File: config.mk
export PLATFORM = sky130hd
export DESIGN_NAME = pll_default_config_word
export DESIGN_NICKNAME = d
export VERILOG_FILES = /design/src/hdl/pll_cfg_pkg.sv /design/src/hdl/pll_field_decode.sv /design/src/hdl/pll_default_config_word.sv
export SDC_FILE = /design/constraint.sdc
export NUM_CORES = 1
export LEC_CHECK = 0
export BUFFER_PORTS_ARGS = -buffer_cell sky130_fd_sc_hd__buf_2
export CORE_UTILIZATION = 48
export CTS_BUF_LIST = sky130_fd_sc_hd__clkbuf_16
export DETAILED_ROUTE_END_ITERATION = 16
export PLACE_DENSITY = 0.76
export SLEW_MARGIN = 20
export SYNTH_ARGS = -nofsm -noshare
export SYNTH_HDL_FRONTEND = slang
export SYNTH_SLANG_ARGS = --single-unit
export TNS_END_PERCENT = 20
File: constraint.sdc
create_clock -name core_clk_in -period 1.9 [get_ports core_clk_in]
set_input_delay 0.38 -clock core_clk_in [delete_from_list [all_inputs] [get_ports core_clk_in]]
set_output_delay 0.38 -clock core_clk_in [all_outputs]
set_load 0.1 [all_outputs]
File: src/hdl/pll_cfg_pkg.sv
// Package with the PLL default configuration word layout, register map and decode constants.
package pll_cfg_pkg;

  localparam int ADDR_W = 4;
  localparam int DATA_W = 32;

  // Register map (word offsets on the plain register port).
  localparam logic [3:0] OFS_CFG_WORD = 4'h0;
  localparam logic [3:0] OFS_PROG_CTRL = 4'h4;
  localparam logic [3:0] OFS_DECODE = 4'h8;

  // Field positions within the configuration word.
  localparam int ODIV_LSB = 16;
  localparam int USB_DIS_BIT = 15;
  localparam int UIDIV_LSB = 8;
  localparam int MUL_LSB = 4;
  localparam int IDIV_LSB = 0;
  localparam int FIELD_W = 3;

  // Reserved bits must be programmed as one; this mask marks them.
  localparam logic [31:0] RSVD_MASK = 32'hfff8_7888;

  // Erased value of the word, with every bit set.
  localparam logic [31:0] CFG_ERASED = 32'hffff_ffff;

  // Programming control: key value that opens one programming write.
  localparam logic [31:0] PROG_KEY = 32'h0000_a5c3;

  // Number of divide and multiply codes.
  localparam int NCODES = 8;

  // Programming sequencer states, Gray coded.
  typedef enum logic [1:0] {
    ST_LOCKED = 2'b00,
    ST_ARMED = 2'b01,
    ST_DONE = 2'b11
  } prog_state_e;

endpackage

File: src/hdl/pll_field_decode.sv
// Decoder turning the three-bit PLL output divide, multiply and USB input divide fields into ratios.
`timescale 1ns/1ps
module pll_field_decode
  import pll_cfg_pkg::*;
(
  input wire logic [2:0] odiv_code_in,
  input wire logic [2:0] mul_code_in,
  input wire logic [2:0] uidiv_code_in,
  output logic [8:0] odiv_ratio_out,
  output logic [4:0] mul_ratio_out,
  output logic [3:0] uidiv_ratio_out
);

  // Constant lookup tables indexed by the field code.
  localparam logic [8:0] ODIV_TAB [NCODES] = '{9'h001, 9'h002, 9'h004, 9'h008,
                                              9'h010, 9'h020, 9'h040, 9'h100};
  localparam logic [4:0] MUL_TAB [NCODES] = '{5'h0f, 5'h10, 5'h11, 5'h12,
                                             5'h13, 5'h14, 5'h15, 5'h18};
  localparam logic [3:0] UIDIV_TAB [NCODES] = '{4'h1, 4'h2, 4'h3, 4'h4,
                                               4'h5, 4'h6, 4'ha, 4'hc};

  // Table selection of each ratio.
  assign odiv_ratio_out = ODIV_TAB[odiv_code_in];
  assign mul_ratio_out = MUL_TAB[mul_code_in];
  assign uidiv_ratio_out = UIDIV_TAB[uidiv_code_in];

endmodule

File: src/hdl/pll_default_config_word.sv
// Nonvolatile PLL default configuration word with readback and decoded PLL settings.
//
// Behaviour
// - Bits 18-16 select PLL output divide 1,2,4,8,16,32,64 or 256.
// - Bit 15 high disables and bypasses the USB PLL; low enables it.
// - Bits 10-8 select USB PLL input divide 1,2,3,4,5,6,10 or 12.
// - Bits 6-4 select PLL multiply 15 through 21, or 24.
// - All fields read back; only programming changes them, not run-time writes.
// - USB PLL bits act only on variants that include USB.
`timescale 1ns/1ps
module pll_default_config_word
  import pll_cfg_pkg::*;
#(
  parameter bit HAS_USB = 1'b1
)
(
  input wire logic core_clk_in,
  input wire logic resetn_in,
  input wire logic [ADDR_W-1:0] addr_in,
  input wire logic [DATA_W-1:0] wdata_in,
  input wire logic wr_in,
  input wire logic rd_in,
  output logic [DATA_W-1:0] rdata_out,
  output logic [2:0] pll_out_divisor_out,
  output logic [8:0] pll_out_ratio_out,
  output logic [2:0] pll_multiplier_out,
  output logic [4:0] pll_mul_ratio_out,
  output logic [2:0] pll_in_divider_out,
  output logic usb_pll_disable_out,
  output logic [2:0] usb_pll_in_divider_out,
  output logic [3:0] usb_in_ratio_out,
  output logic rsvd_error_out
);

  // The store has no reset: it powers up erased and keeps its word across resets.
  logic [31:0] nv_word_q = CFG_ERASED;
  logic [31:0] act_word_q;
  logic [31:0] rdata_q;
  logic rsvd_err_q;
  prog_state_e state_q;
  logic [8:0] odiv_ratio;
  logic [4:0] mul_ratio;
  logic [3:0] uidiv_ratio;

  // Address and strobe decode.
  wire sel_cfg = (addr_in == OFS_CFG_WORD);
  wire sel_prog = (addr_in == OFS_PROG_CTRL);
  wire sel_dec = (addr_in == OFS_DECODE);
  wire key_wr = wr_in && sel_prog && (wdata_in == PROG_KEY);
  wire prog_wr = wr_in && sel_cfg && (state_q == ST_ARMED);
  wire rsvd_bad = (wdata_in & RSVD_MASK) != RSVD_MASK;

  // Programming sequencer: a key write arms one word write, then it locks until reset.
  always_ff @(posedge core_clk_in or negedge resetn_in) begin
    if (!resetn_in) begin
      state_q <= ST_LOCKED;
    end else begin
      case (state_q)
        ST_LOCKED: begin
          if (key_wr) begin
            state_q <= ST_ARMED;
          end
        end
        ST_ARMED: begin
          if (prog_wr) begin
            state_q <= ST_DONE;
          end
        end
        ST_DONE: state_q <= ST_DONE;
        default: state_q <= ST_LOCKED;
      endcase
    end
  end

  // Nonvolatile store; programming can only clear bits, like erased flash.
  always_ff @(posedge core_clk_in or negedge resetn_in) begin
    if (!resetn_in) begin
      rsvd_err_q <= 1'b0;
    end else if (prog_wr) begin
      rsvd_err_q <= rsvd_bad;
    end
  end

  always_ff @(posedge core_clk_in) begin
    if (prog_wr) begin
      nv_word_q <= nv_word_q & wdata_in;
    end
  end

  // The active settings are latched from the store only after device reset, on the first edge in ST_LOCKED without a key write.
  always_ff @(posedge core_clk_in or negedge resetn_in) begin
    if (!resetn_in) begin
      act_word_q <= CFG_ERASED;
    end else if (state_q == ST_LOCKED && !key_wr && act_word_q == CFG_ERASED) begin
      act_word_q <= nv_word_q;
    end
  end

  // Field extraction for the PLL.
  assign pll_out_divisor_out = act_word_q[ODIV_LSB +: FIELD_W];
  assign pll_multiplier_out = act_word_q[MUL_LSB +: FIELD_W];
  assign pll_in_divider_out = act_word_q[IDIV_LSB +: FIELD_W];
  assign usb_pll_disable_out = HAS_USB ? act_word_q[USB_DIS_BIT] : 1'b1;
  assign usb_pll_in_divider_out = HAS_USB ? act_word_q[UIDIV_LSB +: FIELD_W] : 3'h0;
  assign rsvd_error_out = rsvd_err_q;

  pll_field_decode u_dec (
    .odiv_code_in(pll_out_divisor_out),
    .mul_code_in(pll_multiplier_out),
    .uidiv_code_in(usb_pll_in_divider_out),
    .odiv_ratio_out(odiv_ratio),
    .mul_ratio_out(mul_ratio),
    .uidiv_ratio_out(uidiv_ratio)
  );

  assign pll_out_ratio_out = odiv_ratio;
  assign pll_mul_ratio_out = mul_ratio;
  assign usb_in_ratio_out = uidiv_ratio;

  // Read mux; unmapped addresses read zero.
  wire [31:0] prog_stat = {29'h0, rsvd_err_q, state_q};
  wire [31:0] dec_word = {14'h0, odiv_ratio, mul_ratio, uidiv_ratio};
  wire [31:0] rd_mux = sel_cfg ? nv_word_q :
                       sel_prog ? prog_stat :
                       sel_dec ? dec_word : 32'h0;

  always_ff @(posedge core_clk_in or negedge resetn_in) begin
    if (!resetn_in) begin
      rdata_q <= 32'h0;
    end else if (rd_in) begin
      rdata_q <= rd_mux;
    end else begin
      rdata_q <= 32'h0;
    end
  end

  assign rdata_out = rdata_q;
endmodule

==> results of run 1 <==
[cells in the mapped netlist (all sizes together) (3+ instances only)]
master / number / area share [%]
and3: 15 / 2.2
buf: 18 / 3.4
nand2: 14 / 1.3
clkbuf: 4 / 0.36
a22o: 8 / 1.7
ha: 4 / 1.2
nand4: 12 / 1.8
a32o: 4 / 0.96
mux2: 34 / 9.2
inv: 7 / 0.63
nand3: 4 / 0.48
nor3: 5 / 0.60
dfrtp: 35 / 21
o21ai: 4 / 0.48
and2: 37 / 5.5
nor4: 5 / 0.90
edfxtp: 32 / 23
dfstp: 32 / 20
nor4b: 3 / 0.63
nor2: 12 / 1.1
nor2b: 5 / 0.75
[timing repair]
action                     in CTS  in global routing
setup endpoints to repair      44                 44
cloned                          0                  1
pin swaps                       8                  6
setup buffers                   5                  5
resized for setup              33                 17
[metal layers]
metal	up-vias	share of wire, %	GRT usage [%]
li1	1393	-	-
met3	16	5.8	5.66
met1	1523	41	30.7
met2	119	51	40.4
met5	-	0	0
met4	0	1.9	9.83
[worst max-delay path by stage]
| stage | end | slack (ns) |
|---|---|---|
| final | pll_mul_ratio_out[1] | -0.17 |
| after floorplan | pll_mul_ratio_out[1] | -0.45 |
| after global routing | pll_mul_ratio_out[1] | -0.22 |
| after detailed placement | act_word_q[6] | -0.24 |
| after CTS | pll_mul_ratio_out[1] | -0.21 |
| after global placement | act_word_q[6] | -0.24 |
[sequential cells by signal, indices dropped and copies added (netlist names)]
signal / cells
state_q: 2
act_word_q: 32
nv_word_q: 32
rdata_out: 32
rsvd_error_out: 1
[cell usage in the layout (no fill, tap or decap), types with 3 or more instances in the layout]
cell type and n:
a32o_1 4, dfstp_2 32, a22o_1 8, nor4_1 3, mux2_2 27, edfxtp_1 32
dfrtp_1 35, and3_1 15, buf_4 46, nand2_1 10, mux2_4 7, o21ai_0 3
inv_1 6, clkbuf_16 10, buf_2 83, nand3_1 4, buf_6 7, and2_1 33
nor4b_1 3, nor3_1 3, nor2_1 9, buf_12 19, nor2b_4 4, nand4_1 12
[cells by family (layout without fill, tap and decap cells)]
| family | count (synthesis) | in the layout |
|---|---|---|
| buffers and inverters | 29 | 180 |
| AND/OR/NAND/NOR | 118 | 118 |
| other | 1 | 1 |
| adder cells (fa/ha/maj) | 4 | 4 |
| AO/OA/AOI/OAI | 23 | 23 |
| flip-flops | 99 | 99 |
| multiplexers | 35 | 35 |
[worst max-delay path, stage by stage (launching register included)]
cell	delay (ns)
dfstp_2	0.53
buf_4	0.12
inv_1	0.07
ha_4	0.26
o21ai_4	0.18
buf_12	0.20
[cell type report]
type / count / area, sq um / share of cell area (%)
Timing Repair Buffer: 157 / 1230 / 20.9
Multi-Input combinational cell: 181 / 1520 / 25.7
Tap cell: 105 / 131 / 2.23
Inverter: 7 / 35.0 / 0.594
Clock buffer: 10 / 250 / 4.24
Sequential cell: 99 / 2680 / 45.4
Clock inverter: 6 / 56.3 / 0.954
[power groups by stage]
| stage | logic, W | clock network (W) | registers [W] |
|---|---|---|---|
| 2_1_floorplan | 0.0000503 | 0 | 0.00231 |
| 3_3_place_gp | 0.000253 | 0 | 0.00225 |
| 6_report | 0.000259 | 0.00184 | 0.00221 |
| 5_1_grt | 0.000279 | 0.00195 | 0.00221 |
| 4_1_cts | 0.000260 | 0.00186 | 0.00221 |
| 3_5_place_dp | 0.000258 | 0 | 0.00225 |
[per-stage QoR]
step,hold WS (ns),power (W),utilization (%),instance area [sq um],setup TNS [ns]
2_1_floorplan,0.0844,0.00236,-,4290,-7.20
3_3_place_gp,0.415,0.00250,64.1,5350,-6.64
3_5_place_dp,0.421,0.00251,64.1,5350,-6.67
4_1_cts,0.0634,0.00433,69.6,5810,-0.888
5_1_grt,0.0782,0.00444,70.7,5900,-6.93
6_report,0.0309,0.00431,70.7,5900,-4.26
==> flow_metrics.py, run 1 <==
metrics = {
    "outcome": {
        "outcome": "complete, but fails checks",
        "violations": "setup timing",
    },
    "layout": {
        "area_delta_synth_final_pct": 41.0,
        "num-fill-cells": 560,
        "stdcell_count": 565,
        "diodes": 0,
        "drive_above_1_share_pct": 57.6,
        "nets": 499,
    },
    "placed_design": {
        "hpwl_um": 7080,
        "io_buffers": 102,
        "post-place-cells": 538,
        "place_congestion": 0.811,
        "post-place-ws_ns": -0.240,
    },
    "sta": {
        "finalMaxSlewViolations": 0,
        "finalSetupViolCount": 40,
        "setup_slack_ns": -0.169,
        "rsz0062_at_grt": "true",
        "min_period_ns": 2.07,
        "fin_worst_skew_ns": 0.00832,
        "fin_crit_sh_pct": 109,
        "finalHoldViolCount": 0,
        "fmax_mhz": 483,
    },
    "clock_network": {
        "clockBufferDepth": 2,
        "cts_tree": "done",
        "ctsHoldBuffers": 0,
        "worstSkewPairLatency_ns": 0.34,
        "path_clk_slew_ns": 0.07,
        "htreeDepth": 3,
        "numCtsBuffers": 9,
        "cts_sinks": 99,
        "cts_root_buf": "clkbuf_16",
    },
    "yosys": {
        "synth_mux_area_share_pct": 9.48,
        "syn_inst": 309,
        "synth_edf_count": 32,
        "synthArstFlopShare_pct": 67.7,
        "syn_avg_cell_area_sq_um": 13.5,
        "synth_xor_xnor_area_share_pct": 0,
        "ys_types": 42,
        "synth_top_family_by_area": "simple AND/OR/NAND/NOR gates",
        "synth_simple_gate_area_share_pct": 16.5,
        "syn_nets": 353,
        "ys_ff_latch": 99,
        "synth_top_flop_cell": "dfrtp_1",
        "syn-cell-area_sq_um": 4190,
        "synth-compound-area-share_pct": 4.33,
        "yosys.area_share.adder_pct": 1.20,
        "synth_seq_area_share_pct": 64.0,
        "yosysWarnings": 0,
    },
    "routing": {
        "via_per_inst": 5.40,
        "first_pass_iters": 4,
        "vias": 3051,
        "wl_um": 10400,
        "drc_errors": 0,
        "ant_nets": 0,
        "drtIter0Drc": 127,
        "wl_per_cell_um": 18.4,
    },
    "die": {
        "die_w_um": 95.4,
        "coreArea_sq_um": 8340,
        "die-area_sq_um": 9100,
        "rows": 33,
        "die_y_um": 95.4,
        "initial_core_util_pct": 50.2,
        "ios": 104,
    },
    "grt": {
        "grt_overflow_total": 0,
        "grt_pass1_wl_um": 16200,
        "antenna_found_initial": 0,
        "grt_usage_pct": 24.3,
        "grt_max_degree": 68,
        "grt_pass1_vias": 3128,
    },
    "critical_path": {
        "cp-start-kind": "register",
        "r2r_cells": 7,
        "rrSetupSlack_ns": -0.14,
        "arrival_ns": 1.69,
        "path_class": "register to output port",
        "cp-end-kind": "output port",
        "cp_max_fo": 3,
        "r2r_start": "act_word_q[8]",
        "required_ns": 1.52,
        "rr_endpoint": "act_word_q[12]",
        "crit_start": "act_word_q[5]",
    },
    "power": {
        "vdd_drop_max_mv": 0.524,
        "powerDensity_nw_per_um2": 731,
        "p_int_w": 0.00339,
        "power_frac_clock_pct": 42.8,
        "net-switching-power_w": 0.000925,
        "swShare_pct": 21.4,
        "leakage_nw": 2.74,
        "combPwrFrac_pct": 6.0,
        "seqPwrFrac_pct": 51.2,
    },
    "run": {
        "drv_cap": 0,
    },
    "worst_hold_path": {
        "hold_class": "input pin to async pin",
    },
}
Note: power is estimated with default switching activity, not from simulation.
==> run 2, diff against run 1 <==
--- a/config.mk
+++ b/config.mk
@@ -10,6 +10,7 @@
 export CTS_BUF_LIST = sky130_fd_sc_hd__clkbuf_16
 export DETAILED_ROUTE_END_ITERATION = 16
 export PLACE_DENSITY = 0.76
+export SKIP_CTS_REPAIR_TIMING = 1
 export SLEW_MARGIN = 20
 export SYNTH_ARGS = -nofsm -noshare
 export SYNTH_HDL_FRONTEND = slang
==> flow_metrics.py, run 2 (synthesis results as in run 1) <==
metrics = {
    "routing": {
        "vias": 2997,
        "via_per_inst": 5.36,
        "drtIter0Drc": 132,
        "drc_errors": 0,
        "wl_um": 10100,
        "first_pass_iters": 4,
        "ant_nets": 0,
        "wl_per_cell_um": 18.1,
    },
    "critical_path": {
        "crit_chain": "buf_6 -> clkinvlp_4 -> ha_4 -> o21ai_4 -> buf_12",
        "cp_slowest_stage_delay_ns": 0.55,
        "r2r_cells": 7,
        "path_class": "register to output port",
        "cp-start-kind": "register",
        "rr_endpoint": "act_word_q[12]",
        "slowest_stage": "dfstp_2",
        "crit_start": "act_word_q[4]",
        "r2r_start": "act_word_q[4]",
        "required_ns": 1.52,
        "cp-end-kind": "output port",
        "cp_max_fo": 3,
        "arrival_ns": 1.71,
        "rrSetupSlack_ns": 0.04,
    },
    "power": {
        "powerDensity_nw_per_um2": 740,
        "p_int_w": 0.00339,
        "leakage_nw": 2.71,
        "net-switching-power_w": 0.000914,
        "seqPwrFrac_pct": 51.4,
        "vdd_drop_max_mv": 0.521,
        "power_frac_clock_pct": 42.6,
        "combPwrFrac_pct": 6.1,
        "swShare_pct": 21.3,
    },
    "grt": {
        "busiest_layer": "met2",
        "grt_usage_pct": 23.5,
        "grt_overflow_total": 0,
        "use_met2_pct": 38.0,
        "met3_usage_pct": 5.50,
        "grt_pass1_wl_um": 15600,
        "grt_use_met1_pct": 30.4,
        "grt_pass1_vias": 3051,
        "antenna_found_initial": 0,
        "grt_max_degree": 68,
    },
    "sta": {
        "final.setup.tns_ns": -0.766,
        "finalSetupViolCount": 6,
        "fin_crit_sh_pct": 110,
        "fmax_mhz": 479,
        "setup_slack_ns": -0.186,
        "rsz0062_at_grt": "true",
        "min_period_ns": 2.09,
        "fin_worst_skew_ns": 0.00816,
        "finalHoldViolCount": 0,
        "finalMaxSlewViolations": 0,
        "hold_ws_ns": 0.0412,
    },
    "layout": {
        "finish.utilization_pct": 69.7,
        "mostFrequentLayoutCells": "buf_2, buf_4, dfrtp_1",
        "drive_above_1_share_pct": 56.4,
        "area_delta_synth_final_pct": 38.9,
        "nets": 493,
        "layout_commonest_cell": "buf_2",
        "diodes": 0,
    },
    "die": {
        "die-area_sq_um": 9100,
        "coreArea_sq_um": 8340,
        "die_w_um": 95.4,
        "rows": 33,
        "ios": 104,
        "initial_core_util_pct": 50.2,
        "die_y_um": 95.4,
    },
    "outcome": {
        "violations": "setup timing",
        "outcome": "complete, but fails checks",
    },
    "clock_network": {
        "clockBufferDepth": 2,
        "cts_sinks": 99,
        "path_clk_slew_ns": 0.07,
        "htreeDepth": 3,
        "worstSkewPairLatency_ns": 0.33,
        "cts_root_buf": "clkbuf_16",
        "numCtsBuffers": 9,
        "cts_tree": "done",
    },
    "placed_design": {
        "io_buffers": 102,
        "place_congestion": 0.811,
        "hpwl_um": 7080,
    },
    "run": {
        "drv_cap": 0,
    },
    "worst_hold_path": {
        "hold_class": "input pin to async pin",
    },
}
-- run 2: changes by cell type in the layout (fill, tap and decap cells not counted), sizes merged --
cell	previous run	this run
buf	155	150
clkbuf	12	11
-- run 2: critical path, delay by kind of cell, from the launching register on --
kind / cells / cell delay (ns)
flops: 1 / 0.55
buf+inv: 3 / 0.40
fa+ha+maj: 1 / 0.24
compound gates: 1 / 0.17
-- run 2: per-stage QoR --
stage          std cells  power [W]  setup slack, ns  cell area, sq um
2_1_floorplan        309    0.00236           -0.446              4290
3_3_place_gp         538    0.00250           -0.236              5350
3_5_place_dp         538    0.00251           -0.240              5350
4_1_cts              554    0.00433           -0.322              5650
5_1_grt              559    0.00444           -0.237              5810
6_report             559    0.00430           -0.186              5810
-- run 2: metal layers --
metal | part of all wire [%] | wire, um | vias up
met5 | 0 | 0 | -
met3 | 5.2 | 525 | 22
met4 | 2.4 | 246 | 0
li1 | - | - | 1378
met1 | 43 | 4360 | 1498
met2 | 49 | 4990 | 99
-- run 2: worst max path at each step --
stage / endpoint / slack, ns / cells past startpoint
2_1_floorplan: pll_mul_ratio_out[1] / -0.45 / 3
3_3_place_gp: act_word_q[6] / -0.24 / 8
3_5_place_dp: act_word_q[6] / -0.24 / 8
4_1_cts: usb_in_ratio_out[0] / -0.32 / 5
5_1_grt: pll_mul_ratio_out[1] / -0.24 / 5
6_report: pll_mul_ratio_out[1] / -0.19 / 5
-- run 2: cell type report --
cell class,instances,area [sq um]
Inverter,7,30.0
Timing Repair Buffer,151,1170
Fill cell,569,2530
Multi-Input combinational cell,181,1500
Clock buffer,10,250
Clock inverter,6,56.3
Tap cell,105,131
Sequential cell,99,2680
-- run 2: power by group through the flow --
stage	Clock, W	Sequential [W]	Combinational [W]
final	0.00183	0.00221	0.000260
after global routing	0.00195	0.00221	0.000280
after CTS	0.00186	0.00221	0.000260
after detailed placement	0	0.00225	0.000258
after global placement	0	0.00225	0.000253
after floorplan	0	0.00231	0.0000503
==> run 3, diff against run 2 <==
--- a/config.mk
+++ b/config.mk
@@ -10,6 +10,7 @@
 export CTS_BUF_LIST = sky130_fd_sc_hd__clkbuf_16
 export DETAILED_ROUTE_END_ITERATION = 16
 export PLACE_DENSITY = 0.76
+export RECOVER_POWER = 100
 export SKIP_CTS_REPAIR_TIMING = 1
 export SLEW_MARGIN = 20
 export SYNTH_ARGS = -nofsm -noshare
==> flow_metrics.py, run 3 (synthesis results as in run 1) <==
metrics = {
    "grt": {
        "grt_pass1_vias": 3051,
        "met3_usage_pct": 5.50,
        "busiest_layer": "met2",
        "antenna_found_initial": 0,
        "grt_pass1_wl_um": 15600,
        "grt_use_met1_pct": 30.4,
        "grt_usage_pct": 23.5,
        "use_met2_pct": 38.0,
        "grt_max_degree": 68,
        "grt_overflow_total": 0,
    },
    "power": {
        "leakage_nw": 2.62,
        "seqPwrFrac_pct": 51.4,
        "swShare_pct": 21.3,
        "vdd_drop_max_mv": 0.523,
        "powerDensity_nw_per_um2": 747,
        "combPwrFrac_pct": 5.9,
        "p_int_w": 0.00338,
        "net-switching-power_w": 0.000915,
        "power_frac_clock_pct": 42.7,
    },
    "clock_network": {
        "worstSkewPairLatency_ns": 0.33,
        "cts_tree": "done",
        "numCtsBuffers": 9,
        "cts_sinks": 99,
        "clockBufferDepth": 2,
        "cts_root_buf": "clkbuf_16",
        "path_clk_slew_ns": 0.07,
        "htreeDepth": 3,
    },
    "critical_path": {
        "cp-start-kind": "register",
        "required_ns": 1.52,
        "crit_start": "act_word_q[4]",
        "rr_endpoint": "act_word_q[8]",
        "arrival_ns": 1.71,
        "cp-end-kind": "output port",
        "path_class": "register to output port",
        "rrSetupSlack_ns": 0.04,
        "r2r_start": "act_word_q[4]",
        "cp_slowest_stage_delay_ns": 0.55,
        "cp_max_fo": 3,
        "crit_chain": "buf_6 -> clkinvlp_4 -> ha_4 -> o21ai_4 -> buf_12",
        "r2r_cells": 7,
        "slowest_stage": "dfstp_2",
    },
    "routing": {
        "wl_per_cell_um": 18.1,
        "first_pass_iters": 4,
        "wl_um": 10100,
        "vias": 3027,
        "drc_errors": 0,
        "drtIter0Drc": 156,
        "via_per_inst": 5.42,
        "ant_nets": 0,
    },
    "sta": {
        "finalSetupViolCount": 39,
        "hold_ws_ns": 0.339,
        "finalMaxSlewViolations": 68,
        "fmax_mhz": 479,
        "finalHoldViolCount": 0,
        "fin_worst_skew_ns": 0.00782,
        "final.setup.tns_ns": -1.10,
        "setup_slack_ns": -0.187,
        "min_period_ns": 2.09,
        "rsz0062_at_grt": "true",
        "tightest_slew_ns": 1.64,
        "slew_headroom_pct": -9.22,
        "fin_crit_sh_pct": 110,
    },
    "layout": {
        "mostFrequentLayoutCells": "buf_2, clkbuf_2, buf_4",
        "stdcell_count": 559,
        "layout_commonest_cell": "buf_2",
        "num-fill-cells": 579,
        "nets": 493,
        "drive_above_1_share_pct": 55.1,
        "area_delta_synth_final_pct": 37.4,
        "diodes": 0,
    },
    "placed_design": {
        "post-place-ws_ns": -0.240,
        "post-place-cells": 538,
        "io_buffers": 102,
        "place_congestion": 0.811,
        "hpwl_um": 7080,
    },
    "run": {
        "drv_cap": 1,
    },
    "die": {
        "die-area_sq_um": 9100,
        "rows": 33,
        "initial_core_util_pct": 50.2,
        "ios": 104,
        "die_w_um": 95.4,
        "coreArea_sq_um": 8340,
        "die_y_um": 95.4,
    },
    "worst_hold_path": {
        "hold_path_end": "nv_word_q[4]",
        "min_path_cells": 2,
        "hold_class": "input pin to register",
        "hp-start": "wdata_in[4]",
    },
    "outcome": {
        "outcome": "complete, but fails checks",
        "violations": "capacitance limit, slew limit, setup timing",
    },
}
run 3: cell types whose count changed in the layout (fill, tap and decap cells not counted), moves of 2 or more:
| cell | delta |
|---|---|
| and2_0 | +16 |
| and2_1 | -16 |
| clkbuf_2 | +42 |
| buf_2 | -40 |
| clkbuf_1 | +3 |
| buf_12 | -2 |
| buf_4 | -4 |
run 3: worst max-delay path by stage:
stage / slack, ns / depth (start not counted) / end
CTS: -0.32 / 5 / usb_in_ratio_out[0]
global placement: -0.24 / 8 / act_word_q[6]
global route: -0.24 / 5 / pll_mul_ratio_out[1]
finish: -0.19 / 5 / pll_mul_ratio_out[1]
floorplan: -0.45 / 3 / pll_mul_ratio_out[1]
detailed placement: -0.24 / 8 / act_word_q[6]
run 3: power groups by stage:
stage / logic [W] / registers (W) / clock network (W)
2_1_floorplan: 0.0000503 / 0.00231 / 0
3_3_place_gp: 0.000253 / 0.00225 / 0
3_5_place_dp: 0.000258 / 0.00225 / 0
4_1_cts: 0.000260 / 0.00221 / 0.00186
5_1_grt: 0.000272 / 0.00221 / 0.00195
6_report: 0.000253 / 0.00221 / 0.00183
run 3: metrics by stage:
| step | instance area (sq um) | util [%] | power, W |
|---|---|---|---|
| after detailed placement | 5350 | 64.1 | 0.00251 |
| after floorplan | 4290 | - | 0.00236 |
| after global routing | 5750 | 68.9 | 0.00443 |
| after global placement | 5350 | 64.1 | 0.00250 |
| after CTS | 5650 | 67.8 | 0.00433 |
| final | 5750 | 68.9 | 0.00430 |
run 3: layout make-up:
| cell class | instances | area [sq um] | area share, % |
|---|---|---|---|
| clock buffers | 10 | 250 | 4.35 |
| clock inverters | 6 | 56.3 | 0.979 |
| inverters | 7 | 30.0 | 0.522 |
| multi-input cells | 181 | 1480 | 25.7 |
| flip-flops and latches | 99 | 2680 | 46.6 |
| well taps | 105 | 131 | 2.29 |
| repair buffers | 151 | 1130 | 19.6 |
run 3: metal layers:
metal | vias up | share of wire, %
met3 | 16 | 5.3
met4 | 0 | 2.1
met5 | - | 0
li1 | 1379 | -
met1 | 1523 | 43
met2 | 109 | 49
run 3: critical path: cells and delay by family (launching register included):
kind | cells | cell delay, ns
flops | 1 | 0.55
buf+inv | 3 | 0.40
fa+ha+maj | 1 | 0.24
compound gates | 1 | 0.17
